$ cat src/design/vic_regs.vh
// Register map, field positions, vectors and reset values of the interrupt controller
`ifndef VIC_REGS_VH
`define VIC_REGS_VH

`define VIC_ADDR_W        8
`define VIC_NSRC          15

`define VIC_OFS_PRI_EN    8'hA8
`define VIC_OFS_EXT_EN    8'hE8
`define VIC_OFS_PRI_PRIO  8'hB8
`define VIC_OFS_EXT_PRIO  8'hF8
`define VIC_OFS_FLAGS     8'hC0
`define VIC_OFS_PIN_FLAGS 8'hC4
`define VIC_OFS_PIN_EN    8'hC8
`define VIC_OFS_PIN_EDGE  8'hCC
`define VIC_OFS_STATUS    8'hD0

`define VIC_RST_BYTE      8'h00
`define VIC_RST_PIN       16'h0000
`define VIC_RST_WORD      32'h0000_0000

`define VIC_GATE_BIT      7
`define VIC_IDX_TF0       1
`define VIC_IDX_TF1       3
`define VIC_IDX_I2CM      7
`define VIC_FLG_BKP       15
`define VIC_FLG_DBG       16

`define VIC_PIN0_W        4
`define VIC_PIN1_W        6
`define VIC_PIN1_LSB      8

`define VIC_VEC_BASE      8'h03
`define VIC_VEC_BKP       8'h7B
`define VIC_VEC_DBG       8'h83

`define VIC_LVL_LOW       2'b00
`define VIC_LVL_HIGH      2'b01
`define VIC_LVL_TOP       2'b10

`endif

$ cat src/design/vic_pin_edge.v
// Pin synchroniser with agreement filter and selectable edge detection
module vic_pin_edge #(
   parameter W = 4
) (
   input  wire         clk,
   input  wire         rstn,
   input  wire [W-1:0] pinIn,
   input  wire [W-1:0] riseSel,
   output wire [W-1:0] edgeHit
);

   reg [W-1:0] sync1_q;
   reg [W-1:0] sync2_q;
   reg [W-1:0] sync3_q;
   reg [W-1:0] level_q;
   reg [W-1:0] level_d;

   genvar g;

   ////////////////////////////////////////////////////////////////////////////////
   // Filter: a change counts once stages two and three agree
   // One process for the whole vector keeps a single driver on level_d
   always @*
   begin
      level_d = ((sync2_q ~^ sync3_q) & sync3_q) | ((sync2_q ^ sync3_q) & level_q);
   end

   generate
      for (g = 0; g < W; g = g + 1)
      begin : gFilt
         assign edgeHit[g] = riseSel[g] ? (level_d[g] & ~level_q[g])
                                        : (~level_d[g] & level_q[g]);
      end
   endgenerate

   always @(posedge clk or negedge rstn)
   begin
      if (!rstn)
      begin
         sync1_q <= {W{1'b0}};
         sync2_q <= {W{1'b0}};
         sync3_q <= {W{1'b0}};
         level_q <= {W{1'b0}};
      end
      else
      begin
         sync1_q <= pinIn;
         sync2_q <= sync1_q;
         sync3_q <= sync2_q;
         level_q <= level_d;
      end
   end

endmodule // vic_pin_edge

$ cat src/design/vic_controller.v
// Prioritised vectored interrupt controller with Avalon-MM register slave
//
// Our own choice: the Avalon-MM interface to the registers.
`include "vic_regs.vh"

module vic_controller (
   input  wire                    core_clk,
   input  wire                    rstn,
   input  wire [`VIC_ADDR_W-1:0]  avs_address,
   input  wire                    avs_read,
   input  wire                    avs_write,
   input  wire [31:0]             avs_writedata,
   input  wire [3:0]              avs_byteenable,
   output reg  [31:0]             avs_readdata,
   output reg                     avs_waitrequest,
   input  wire                    timer0Ovf,
   input  wire                    timer1Ovf,
   input  wire                    i2cMasterEvt,
   input  wire                    uart0Req,
   input  wire                    timer2Req,
   input  wire                    uart2Req,
   input  wire                    lowVoltReq,
   input  wire                    comparatorReq,
   input  wire                    adcPwmReq,
   input  wire                    watchdogReq,
   input  wire                    pcaReq,
   input  wire                    spiSlaveCecReq,
   input  wire                    rtcTimer3Req,
   input  wire [`VIC_PIN0_W-1:0]  pinGrp0In,
   input  wire [`VIC_PIN1_W-1:0]  pinGrp1In,
   input  wire                    debugPortMode,
   input  wire                    debugIdMatch,
   input  wire                    breakpointMatch,
   input  wire                    cpuTake,
   input  wire                    cpuReti,
   output reg                     irqValid_q,
   output reg  [7:0]              irqVector_q,
   output reg  [1:0]              irqLevel_q,
   output reg  [`VIC_NSRC-1:0]    srcAck_q
);

   ////////////////////////////////////////////////////////////////////////////////
   // Declarations
   reg                    rstSync1_q;
   reg                    rstSync2_q;
   wire                   rstnInt;

   reg  [7:0]             priEn_q;
   reg  [7:0]             extEn_q;
   reg  [7:0]             priPrio_q;
   reg  [7:0]             extPrio_q;
   reg  [15:0]            pinEn_q;
   reg  [15:0]            pinEdge_q;
   reg  [15:0]            pinFlag_q;
   reg  [15:0]            pinFlag_d;
   reg                    tf0_q;
   reg                    tf1_q;
   reg                    i2cm_q;
   reg                    dbg_q;
   reg                    bkp_q;
   reg  [2:0]             inSvc_q;
   reg  [3:0]             winIdx_q;

   reg  [31:0]            rdData;
   reg                    nxtValid;
   reg  [7:0]             nxtVector;
   reg  [1:0]             nxtLevel;
   reg  [3:0]             nxtIdx;

   wire                   wrEn;
   wire                   wrLane0;
   wire [`VIC_PIN0_W-1:0] pin0Edge;
   wire [`VIC_PIN1_W-1:0] pin1Edge;
   wire [15:0]            pinEdgeAll;
   wire [15:0]            pinClr;
   wire                   pin0Flag;
   wire                   pin1Flag;
   wire [`VIC_NSRC-1:0]   srcFlag;
   wire [`VIC_NSRC-1:0]   enVec;
   wire [`VIC_NSRC-1:0]   prioVec;
   wire [`VIC_NSRC-1:0]   pend;
   wire [4:0]             hiPick;
   wire [4:0]             loPick;
   wire [31:0]            flagWord;
   wire [16:0]            flagClr;
   wire                   takeNow;

   ////////////////////////////////////////////////////////////////////////////////
   // Functions
   // Lowest index wins: natural order puts index 0 first
   function [4:0] vic_first;
      input [`VIC_NSRC-1:0] v;
      integer i;
      begin
         vic_first = 5'h00;
         for (i = `VIC_NSRC - 1; i >= 0; i = i - 1)
         begin
            if (v[i])
               vic_first = {1'b1, i[3:0]};
         end
      end
   endfunction

   function regHit;
      input [`VIC_ADDR_W-1:0] a;
      input [`VIC_ADDR_W-1:0] ofs;
      begin
         regHit = (a == ofs);
      end
   endfunction

   ////////////////////////////////////////////////////////////////////////////////
   // Reset release
   always @(posedge core_clk or negedge rstn)
   begin
      if (!rstn)
      begin
         rstSync1_q <= 1'b0;
         rstSync2_q <= 1'b0;
      end
      else
      begin
         rstSync1_q <= 1'b1;
         rstSync2_q <= rstSync1_q;
      end
   end

   assign rstnInt = rstSync2_q;

   ////////////////////////////////////////////////////////////////////////////////
   // Pin groups
   vic_pin_edge #(
      .W       (`VIC_PIN0_W)
   ) uPin0 (
      .clk     (core_clk),
      .rstn    (rstnInt),
      .pinIn   (pinGrp0In),
      .riseSel (pinEdge_q[`VIC_PIN0_W-1:0]),
      .edgeHit (pin0Edge)
   );

   vic_pin_edge #(
      .W       (`VIC_PIN1_W)
   ) uPin1 (
      .clk     (core_clk),
      .rstn    (rstnInt),
      .pinIn   (pinGrp1In),
      .riseSel (pinEdge_q[`VIC_PIN1_LSB+`VIC_PIN1_W-1:`VIC_PIN1_LSB]),
      .edgeHit (pin1Edge)
   );

   assign pinEdgeAll = {2'b00, pin1Edge, 4'h0, pin0Edge};

   // Latch only enabled pins; a new edge beats a same-cycle clear
   always @*
   begin
      pinFlag_d = (pinEdgeAll & pinEn_q) | (pinFlag_q & ~pinClr);
   end

   assign pin0Flag = |pinFlag_q[`VIC_PIN0_W-1:0];
   assign pin1Flag = |pinFlag_q[`VIC_PIN1_LSB+`VIC_PIN1_W-1:`VIC_PIN1_LSB];

   ////////////////////////////////////////////////////////////////////////////////
   // Bus slave: one wait cycle, then a single-cycle answer
   assign wrEn    = avs_write & ~avs_waitrequest;
   assign wrLane0 = wrEn & avs_byteenable[0];
   assign pinClr  = (wrEn && regHit(avs_address, `VIC_OFS_PIN_FLAGS)) ?
                    (avs_writedata[15:0] & {{8{avs_byteenable[1]}}, {8{avs_byteenable[0]}}})
                    : `VIC_RST_PIN;
   assign flagClr = (wrEn && regHit(avs_address, `VIC_OFS_FLAGS)) ?
                    (avs_writedata[16:0] & {avs_byteenable[2], {8{avs_byteenable[1]}},
                                            {8{avs_byteenable[0]}}}) : 17'h0_0000;

   always @*
   begin
      rdData = `VIC_RST_WORD;
      case (avs_address)
         `VIC_OFS_PRI_EN:    rdData[7:0]  = priEn_q;
         `VIC_OFS_EXT_EN:    rdData[7:0]  = extEn_q;
         `VIC_OFS_PRI_PRIO:  rdData[6:0]  = priPrio_q[6:0];
         `VIC_OFS_EXT_PRIO:  rdData[7:0]  = extPrio_q;
         `VIC_OFS_FLAGS:     rdData       = flagWord;
         `VIC_OFS_PIN_FLAGS: rdData[15:0] = pinFlag_q;
         `VIC_OFS_PIN_EN:    rdData[15:0] = pinEn_q;
         `VIC_OFS_PIN_EDGE:  rdData[15:0] = pinEdge_q;
         `VIC_OFS_STATUS:    rdData[15:0] = {irqVector_q, irqLevel_q, irqValid_q,
                                             2'b00, inSvc_q};
         default:            rdData       = `VIC_RST_WORD;
      endcase
   end

   always @(posedge core_clk or negedge rstnInt)
   begin
      if (!rstnInt)
      begin
         avs_waitrequest <= 1'b1;
         avs_readdata    <= `VIC_RST_WORD;
      end
      else
      begin
         if ((avs_read | avs_write) & avs_waitrequest)
         begin
            avs_waitrequest <= 1'b0;
            avs_readdata    <= rdData;
         end
         else
         begin
            avs_waitrequest <= 1'b1;
         end
      end
   end

   // Control registers; pin lanes honour their byte enables
   always @(posedge core_clk or negedge rstnInt)
   begin
      if (!rstnInt)
      begin
         priEn_q   <= `VIC_RST_BYTE;
         extEn_q   <= `VIC_RST_BYTE;
         priPrio_q <= `VIC_RST_BYTE;
         extPrio_q <= `VIC_RST_BYTE;
         pinEn_q   <= `VIC_RST_PIN;
         pinEdge_q <= `VIC_RST_PIN;
         pinFlag_q <= `VIC_RST_PIN;
      end
      else
      begin
         pinFlag_q <= pinFlag_d;
         if (wrLane0 && regHit(avs_address, `VIC_OFS_PRI_EN))
            priEn_q <= avs_writedata[7:0];
         if (wrLane0 && regHit(avs_address, `VIC_OFS_EXT_EN))
            extEn_q <= avs_writedata[7:0];
         if (wrLane0 && regHit(avs_address, `VIC_OFS_PRI_PRIO))
            priPrio_q <= {1'b0, avs_writedata[6:0]};
         if (wrLane0 && regHit(avs_address, `VIC_OFS_EXT_PRIO))
            extPrio_q <= avs_writedata[7:0];
         if (wrEn && regHit(avs_address, `VIC_OFS_PIN_EN))
         begin
            if (avs_byteenable[0])
               pinEn_q[7:0] <= avs_writedata[7:0];
            if (avs_byteenable[1])
               pinEn_q[15:8] <= avs_writedata[15:8];
         end
         if (wrEn && regHit(avs_address, `VIC_OFS_PIN_EDGE))
         begin
            if (avs_byteenable[0])
               pinEdge_q[7:0] <= avs_writedata[7:0];
            if (avs_byteenable[1])
               pinEdge_q[15:8] <= avs_writedata[15:8];
         end
      end
   end

   ////////////////////////////////////////////////////////////////////////////////
   // Source flags
   // Mirrored lines follow their peripheral and have no writable state
   assign srcFlag = {rtcTimer3Req, spiSlaveCecReq, pcaReq, watchdogReq, adcPwmReq,
                     comparatorReq, lowVoltReq, i2cm_q, uart2Req, timer2Req,
                     uart0Req, tf1_q, pin1Flag, tf0_q, pin0Flag};
   assign flagWord = {15'h0000, dbg_q, bkp_q, srcFlag};

   assign takeNow = cpuTake & irqValid_q;

   // Writes only clear; an event in the clear cycle survives
   always @(posedge core_clk or negedge rstnInt)
   begin
      if (!rstnInt)
      begin
         tf0_q  <= 1'b0;
         tf1_q  <= 1'b0;
         i2cm_q <= 1'b0;
         dbg_q  <= 1'b0;
         bkp_q  <= 1'b0;
      end
      else
      begin
         tf0_q  <= timer0Ovf | (tf0_q & ~flagClr[`VIC_IDX_TF0] &
                   ~(takeNow && nxtLvlIsPeriph(irqLevel_q) && winIdx_q == `VIC_IDX_TF0));
         tf1_q  <= timer1Ovf | (tf1_q & ~flagClr[`VIC_IDX_TF1] &
                   ~(takeNow && nxtLvlIsPeriph(irqLevel_q) && winIdx_q == `VIC_IDX_TF1));
         i2cm_q <= i2cMasterEvt | (i2cm_q & ~flagClr[`VIC_IDX_I2CM]);
         dbg_q  <= (debugPortMode & debugIdMatch) | (dbg_q & ~flagClr[`VIC_FLG_DBG]);
         bkp_q  <= breakpointMatch | (bkp_q & ~flagClr[`VIC_FLG_BKP]);
      end
   end

   function nxtLvlIsPeriph;
      input [1:0] lvl;
      begin
         nxtLvlIsPeriph = (lvl != `VIC_LVL_TOP);
      end
   endfunction

   ////////////////////////////////////////////////////////////////////////////////
   // Arbitration
   assign enVec   = {extEn_q, priEn_q[6:0]};
   assign prioVec = {extPrio_q, priPrio_q[6:0]};
   assign pend    = srcFlag & enVec & {`VIC_NSRC{priEn_q[`VIC_GATE_BIT]}};
   assign hiPick  = vic_first(pend & prioVec);
   assign loPick  = vic_first(pend);

   // Top level runs regardless of the global gate so a debugger can always stop the core
   always @*
   begin
      nxtValid  = 1'b0;
      nxtVector = `VIC_VEC_DBG;
      nxtLevel  = `VIC_LVL_TOP;
      nxtIdx    = 4'h0;
      if (dbg_q && !inSvc_q[2])
      begin
         nxtValid  = 1'b1;
         nxtVector = `VIC_VEC_DBG;
      end
      else if (bkp_q && !inSvc_q[2])
      begin
         nxtValid  = 1'b1;
         nxtVector = `VIC_VEC_BKP;
      end
      else if (hiPick[4] && inSvc_q[2:1] == 2'b00)
      begin
         nxtValid  = 1'b1;
         nxtLevel  = `VIC_LVL_HIGH;
         nxtIdx    = hiPick[3:0];
         nxtVector = `VIC_VEC_BASE + {1'b0, hiPick[3:0], 3'b000};
      end
      else if (loPick[4] && inSvc_q == 3'b000)
      begin
         nxtValid  = 1'b1;
         nxtLevel  = `VIC_LVL_LOW;
         nxtIdx    = loPick[3:0];
         nxtVector = `VIC_VEC_BASE + {1'b0, loPick[3:0], 3'b000};
      end
   end

   ////////////////////////////////////////////////////////////////////////////////
   // CPU side
   // Valid drops for one cycle after a take so stale state is never offered twice
   always @(posedge core_clk or negedge rstnInt)
   begin
      if (!rstnInt)
      begin
         irqValid_q  <= 1'b0;
         irqVector_q <= `VIC_RST_BYTE;
         irqLevel_q  <= `VIC_LVL_LOW;
         winIdx_q    <= 4'h0;
         srcAck_q    <= {`VIC_NSRC{1'b0}};
         inSvc_q     <= 3'b000;
      end
      else
      begin
         srcAck_q <= {`VIC_NSRC{1'b0}};
         if (takeNow)
         begin
            irqValid_q <= 1'b0;
            inSvc_q    <= inSvc_q | (3'b001 << irqLevel_q);
            if (irqLevel_q != `VIC_LVL_TOP)
               srcAck_q <= {{(`VIC_NSRC-1){1'b0}}, 1'b1} << winIdx_q;
         end
         else
         begin
            irqValid_q  <= nxtValid;
            irqVector_q <= nxtVector;
            irqLevel_q  <= nxtLevel;
            winIdx_q    <= nxtIdx;
            if (cpuReti)
            begin
               if (inSvc_q[2])
                  inSvc_q[2] <= 1'b0;
               else if (inSvc_q[1])
                  inSvc_q[1] <= 1'b0;
               else
                  inSvc_q[0] <= 1'b0;
            end
         end
      end
   end

endmodule // vic_controller

$ cat config.mk
export PLATFORM = sky130hd
export DESIGN_NAME = vic_controller
export DESIGN_NICKNAME = d
export VERILOG_FILES = /design/src/design/vic_pin_edge.v /design/src/design/vic_controller.v
export VERILOG_INCLUDE_DIRS = /design/src /design/src/design
export SDC_FILE = /design/constraint.sdc
export NUM_CORES = 1
export LEC_CHECK = 0
export BUFFER_PORTS_ARGS = -buffer_cell sky130_fd_sc_hd__clkbuf_2
export CAP_MARGIN = 20
export CORE_MARGIN = 2
export CORE_UTILIZATION = 55
export DETAILED_ROUTE_END_ITERATION = 16
export PLACE_DENSITY_LB_ADDON = 0.3
export SYNTH_ARGS = -nofsm -noshare
export SYNTH_HDL_FRONTEND = slang
export SYNTH_HIERARCHICAL = 1
export SYNTH_SLANG_ARGS = --single-unit
$ cat constraint.sdc
create_clock -name core_clk -period 7.5 [get_ports core_clk]
set_input_delay 2.25 -clock core_clk [delete_from_list [all_inputs] [get_ports core_clk]]
set_output_delay 2.25 -clock core_clk [all_outputs]
set_load 0.1 [all_outputs]
==> reports/results.txt, run 1 <==
Worst setup endpoint - pinEn_q[12]$_DFFE_PN0P_
CP max stage delay - 0.79 ns
WP data required - 7.81 ns
CTS Buf Count - 17
Clock Latency Late Sink - 0.43 ns
Total Nets Final - 852
Crit path cell chain - clkbuf_2, inv_2, and4b_1, nand2_1, nor3_2, mux2_2
Average via count per standard cell - 6.33
Register Area - 4380 sq um
Largest net degree at the start of global routing - 67
Post-route cell area - 9270 sq um
Mapped Cells - 665
RSZ-0062 raised after global routing - false
Initial antenna violation count - 0
CTS resizes - 0
1st-iter DRT viols - 576
Seq/Total Area, Yosys - 54.3%
Final core occ - 64.2%
Post-synth cell types - 75
Worst VDD drop - 0.150 mV
H-tree levels - 4
Setup CP Type - in -> reg
Largest fanout on the critical path - 18
Clock-pin slew on the worst setup and hold paths - 0.06 ns
Critical Path AT - 5.09 ns
First-pass GRT wire length - 33700 um
Reg-to-reg startpoint - priEn_q[7]$_DFFE_PN0P_
Buffers on Ports - 102
Slew margin rel. - 23.1%
R2R Path End - irqVector_q[4]$_DFFE_PN0N_
Die X - 125 um
Clock root buffer - clkbuf_16
DRC - 0
Yosys top cell by area - dfrtp_1
Vias - 6100
Final WL - 21400 um
Layout cell share with drive strength beyond 1 - 31.1%
Yosys warns - 6
CP Launch Type - input pin
Fillers - 1126
TritonCTS Sinks - 175
Wire per inst - 22.3 um
CORE AREA - 14400 sq um
Final setup vio count - 0
IO Pins - 135
Area after DPL - 8660 sq um
CP max stage cell - and4b_1
Setup TNS - 0 ns
Synth area leaders - dfrtp_1, mux2_2, nand2_1
Leak - 4.46 nW
FF-to-FF path depth - 7
Maximum Capacitance Violations - 0
Post-synth ARST share - 100%
Max-slew violations - 0
CTS tree - built
Clock skew - 0.0111 ns
Synth top area share - 54.0%
Post-route ant nets - 0
Drt pass-1 iters - 5
Min Clock Period, post-route - 4.78 ns
CTS Hold Buffers Added - 0
Std cell rows - 44
Syn_area_per_cell - 12.1 sq um
Die height - 125 um
# diodes - 0
Post-CTS Setup Bufs - 0
Vias in the first global route - 5993
Multi-input logic area - 3480 sq um
Flops & latches, synth - 175
Least-Margin Pin Slew - 1.14 ns
Number of synthesized flops with an enable pin - 0
Syn Std Cell Area - 8060 sq um
Final Hold Viols - 0
Overflow after GRT - 0
Die Area - 15600 sq um
Routability congestion estimate - 0.947
Critical path endpoint category - flop
Tcrit/Tclk final - 63.8%
Initial Util - 55.9%
Reg2Reg Setup Slack - 4.67 ns
Hold Slack - 0.324 ns
Pwr/cell area - 242 nW/um^2
Main flop type after synthesis - dfrtp_1
Upper clock frequency limit - 0.209 GHz
Crit path launch - avs_address[4]
HPWL after DPL - 15800 um
Total track usage - 28.0%
Clock buffer depth - 2
Min-delay worst type - reg -> async
Status - finished, final reports clean
Area delta synth->final - 14.9%
state kept, by name, indices dropped and copies added, names as in the netlist, 7 cells and up:
register and flops:
pinEn_q 16, extPrio_q 8, extEn_q 8, srcAck_q 15, pinEdge_q 16, priEn_q 8
pinFlag_q 16, priPrio_q 7, avs_readdata 17
per-stage QoR:
stage / setup slack, ns / power, W / cells
floorplan: 2.26 / 0.00128 / 680
global placement: 2.41 / 0.00136 / 931
detailed placement: 2.35 / 0.00137 / 931
CTS: 2.79 / 0.00226 / 963
global route: 2.58 / 0.00232 / 963
finish: 2.72 / 0.00225 / 963
worst min path at each step:
stage	slack (ns)	startpoint	end
CTS	0.35	rstSync2_q$_DFF_PN0_	uPin1/sync2_q[2]$_DFF_PN0_
global route	0.36	uPin0/sync1_q[0]$_DFF_PN0_	uPin0/sync2_q[0]$_DFF_PN0_
finish	0.32	rstSync2_q$_DFF_PN0_	uPin1/level_q[1]$_DFF_PN0_
detailed placement	0.33	uPin1/sync1_q[5]$_DFF_PN0_	uPin1/sync2_q[5]$_DFF_PN0_
floorplan	0.33	rstSync1_q$_DFF_PN0_	rstSync2_q$_DFF_PN0_
global placement	0.33	rstSync2_q$_DFF_PN0_	uPin1/sync1_q[1]$_DFF_PN0_
kinds of logic (layout without fill, tap and decap cells):
kind of cell	Yosys count	count (layout)	synth area share, %
simple gates	193	193	13.3
flops	175	175	54.3
compound gates	152	152	14.2
mux	85	85	13.2
buf+inv	48	147	3.27
fa+ha+maj	10	10	1.55
other cells	2	17	0.0932
layout by cell type (no fill, tap or decap), types with 10 or more instances in the layout:
cell type / count
dfrtp_1: 173
clkbuf_2: 102
nand2_1: 69
mux2_2: 64
nor2_1: 32
o21ai_0: 30
a22o_1: 25
conb_1: 17
clkbuf_16: 17
a21oi_1: 15
nand4_1: 13
nand3_1: 12
mux2i_1: 11
nand3b_1: 10
or4b_1: 10
ha_1: 10
final cells by class:
cell class	count	area share, %
clock buffers	24	5.42
clock inverters	8	1.09
inverters	10	0.405
multi-input cells	457	37.5
flip-flops and latches	175	47.3
well taps	184	2.48
repair buffers	105	5.75
worst max-delay path, delay by kind of cell:
| kind | cells | cell delay, ns |
|---|---|---|
| buffers and inverters | 2 | 0.55 |
| muxes | 1 | 0.42 |
| and+or+nand+nor | 3 | 1.85 |
power breakdown:
part	total [W]	switching, W	internal (W)
clock	0.000893	0.000357	0.000536
combinational	0.000321	0.000245	0.0000762
sequential	0.00103	0.0000483	0.000984
total	0.00225	0.000650	0.00160
Yosys cell counts (10+ instances only):
library cell,number
ha_1,10
or4b_1,10
nor2_1,32
nand2_1,69
o21ai_0,31
mux2_2,64
mux2i_1,11
a22o_1,25
clkbuf_1,11
dfrtp_1,174
nand4_1,13
a21oi_1,15
nand3_1,12
buf_4,18
nand3b_1,10
per-layer routing:
metal | vias to the layer above | global-route usage [%] | wire [um]
met5 | - | 0 | 0
li1 | 2687 | - | -
met2 | 293 | 44.1 | 10200
met3 | 31 | 6.42 | 1740
met4 | 0 | 9.15 | 477
met1 | 3089 | 39.1 | 9040
(Power assumes the default switching activity.)
==> run 2, diff against run 1 <==
--- a/config.mk
+++ b/config.mk
@@ -6,6 +6,7 @@
 export SDC_FILE = /design/constraint.sdc
 export NUM_CORES = 1
 export LEC_CHECK = 0
+export ABC_AREA = 1
 export BUFFER_PORTS_ARGS = -buffer_cell sky130_fd_sc_hd__clkbuf_2
 export CAP_MARGIN = 20
 export CORE_MARGIN = 2
==> constraint.sdc (replaced) <==
create_clock -name core_clk -period 4.7 [get_ports core_clk]
set_input_delay 1.41 -clock core_clk [delete_from_list [all_inputs] [get_ports core_clk]]
set_output_delay 1.41 -clock core_clk [all_outputs]
set_load 0.1 [all_outputs]
==> run 2 against run 1 <==
Compared with the run above: sequential share of layout area fell by 0.41 points; global-route usage rose by 0.41 points; largest cell class unchanged; wire length rose by 0.83%; critical path type unchanged.
==> reports/results.txt, run 2 <==
Status - finished, final reports clean
Post-route cell area - 9350 sq um
Maximum Capacitance Violations - 0
Total track usage - 28.5%
Most common cell after layout, fill and taps aside - nand2_1
Syn_area_per_cell - 8.60 sq um
Crit path launch - avs_address[1]
Fillers - 1218
# diodes - 0
Area after DPL - 8740 sq um
Syn Std Cell Area - 8130 sq um
Clock buffer depth - 2
Initial Util - 56.1%
Leak - 4.68 nW
Final core occ - 64.6%
Placed insts - 1213
CP max stage cell - nor2_1
Post-route ant nets - 0
DRC - 0
Pwr/cell area - 379 nW/um^2
Critical Path AT - 3.60 ns
Final setup vio count - 0
Most frequent cell after synthesis - nand2_1
Most flop-heavy register - avs_readdata
Seq/Total Area, Yosys - 53.9%
RSZ-0062 raised after global routing - false
1st-iter DRT viols - 915
Reg-to-reg startpoint - priEn_q[7]$_DFFE_PN0P_
Critical path endpoint category - flop
Vias in the first global route - 6445
R2R Path End - irqVector_q[5]$_DFFE_PN0N_
Max reg flops - 17
Die height - 126 um
Setup TNS - 0 ns
Area delta synth->final - 15.0%
Largest fanout on the critical path - 12
Post-synth ARST share - 100%
Synth top area share - 53.6%
Total power - 0.00355 W
Most frequent cells in the layout - nand2_1, dfrtp_1, inv_1
Setup CP Type - in -> reg
Crit. path cell count - 10
Final WL - 21600 um
H-tree levels - 4
Main flop type after synthesis - dfrtp_1
WP data required - 5.07 ns
Post-synth cell types - 46
Layout cell share with drive strength beyond 1 - 17.6%
Vias - 6857
Max-slew violations - 0
FF-to-FF path depth - 12
Total Nets Final - 1134
Crit path cell chain - clkbuf_2, nor2_1, inv_1, nor3_1, nand3_1, nor2_1, nand2_1, o2111ai_1, o21ai_0, nand2_1
Initial antenna violation count - 0
Die X - 126 um
Buffers on Ports - 102
Min Clock Period, post-route - 3.23 ns
Std cell rows - 44
Reg2Reg Setup Slack - 2.12 ns
CP Launch Type - input pin
CTS Hold Buffers Added - 0
Routability congestion estimate - 0.989
Yosys warns - 6
Commonest cells in the netlist - nand2_1, dfrtp_1, inv_1
Largest net degree at the start of global routing - 65
Clock-pin slew on the worst setup and hold paths - 0.06 ns
Number of synthesized flops with an enable pin - 0
Clock root buffer - clkbuf_16
Upper clock frequency limit - 0.309 GHz
Synth area leaders - dfrtp_1, nand2_1, inv_1
IO Pins - 135
HPWL after DPL - 16300 um
CTS resizes - 0
CTS tree - built
Clock skew - 0.00879 ns
Final Hold Viols - 0
Flops & latches, synth - 175
Overflow after GRT - 0
Yosys top cell by area - dfrtp_1
TritonCTS Sinks - 175
Worst VDD drop - 0.236 mV
Min-delay worst type - reg -> reg
Wire per inst - 17.4 um
Drt pass-1 iters - 5
Average via count per standard cell - 5.51
Tcrit/Tclk final - 68.8%
Mapped Cells - 945
CTS Buf Count - 17
Worst setup endpoint - avs_readdata[7]$_DFFE_PN0P_
Clock Latency Late Sink - 0.43 ns
Die Area - 15800 sq um
Post-CTS Setup Bufs - 0
First-pass GRT wire length - 34500 um
CP max stage delay - 0.73 ns
Least-Margin Pin Slew - 0.933 ns
Layout Cells excl Fill - 1244
Crit path buf inv count - 2
CORE AREA - 14500 sq um
Slew margin rel. - 37.5%
CP top delay family - simple AND/OR/NAND/NOR gates
==> run 2: cell count changes after synthesis, moves of 23 or more <==
cell     change
nand2_1    +198
a22o_1      -24
o21ai_0     +39
nand3_1     +23
nor2_1      +31
mux2_2      -64
inv_1      +101
o21ai_1     +28
==> run 2: worst min path at each step <==
stage | from | endpoint | slack, ns | depth (start not counted)
after detailed placement | uPin1/sync1_q[3]$_DFF_PN0_ | uPin1/sync2_q[3]$_DFF_PN0_ | 0.34 | 0
after CTS | uPin1/sync1_q[1]$_DFF_PN0_ | uPin1/sync2_q[1]$_DFF_PN0_ | 0.35 | 0
after floorplan | rstSync1_q$_DFF_PN0_ | rstSync2_q$_DFF_PN0_ | 0.33 | 0
final | uPin1/sync1_q[3]$_DFF_PN0_ | uPin1/sync2_q[3]$_DFF_PN0_ | 0.35 | 0
after global routing | uPin0/sync1_q[0]$_DFF_PN0_ | uPin0/sync2_q[0]$_DFF_PN0_ | 0.36 | 0
after global placement | uPin1/sync1_q[5]$_DFF_PN0_ | uPin1/sync2_q[5]$_DFF_PN0_ | 0.33 | 0
==> run 2: logic make-up after synthesis <==
family / synth area share [%]
buffers and inverters: 8.24
AND/OR/NAND/NOR: 22.9
adder cells (fa/ha/maj): 1.54
AO/OA/AOI/OAI: 13.3
other: 0.0924
flip-flops: 53.9
==> run 2: layout make-up <==
cell class                 count  area [sq um]  share of cell area, %
clock buffer                  23           478                   5.11
clock inverter                 8           131                   1.41
inverter                     120           450                   4.82
multi-input combinational    628          3130                   33.5
sequential                   175          4380                   46.9
tap                          184           230                   2.46
timing repair buffer         106           541                   5.78
==> run 2: metal layers <==
metal	up-vias	GRT usage [%]	share of wire (%)
li1	3266	-	-
met1	3248	40.6	44
met2	301	43.1	45
met3	42	6.38	7.5
met4	0	10.7	3.3
met5	-	0	0
==> run 2: worst register-to-register path, delay by kind of cell (launching register included) <==
| family | cells | cell delay [ns] |
|---|---|---|
| AO/OA/AOI/OAI | 2 | 0.26 |
| AND/OR/NAND/NOR | 8 | 1.09 |
| flip-flops | 1 | 0.89 |
| buffers and inverters | 2 | 0.24 |
==> run 2: metrics by stage <==
stage / setup WS [ns] / hold slack (ns)
floorplan: 1.81 / 0.331
global placement: 1.23 / 0.332
detailed placement: 1.18 / 0.336
CTS: 1.55 / 0.350
global route: 1.31 / 0.359
finish: 1.47 / 0.348
==> run 2: power by group <==
| group | switching [W] | internal [W] | total (W) | leakage, nW |
|---|---|---|---|---|
| logic | 0.000390 | 0.0000820 | 0.000472 | 2.21 |
| clock network | 0.000571 | 0.000879 | 0.00145 | 0.290 |
| registers | 0.0000589 | 0.00157 | 0.00162 | 2.19 |
| total | 0.00102 | 0.00253 | 0.00355 | 4.68 |
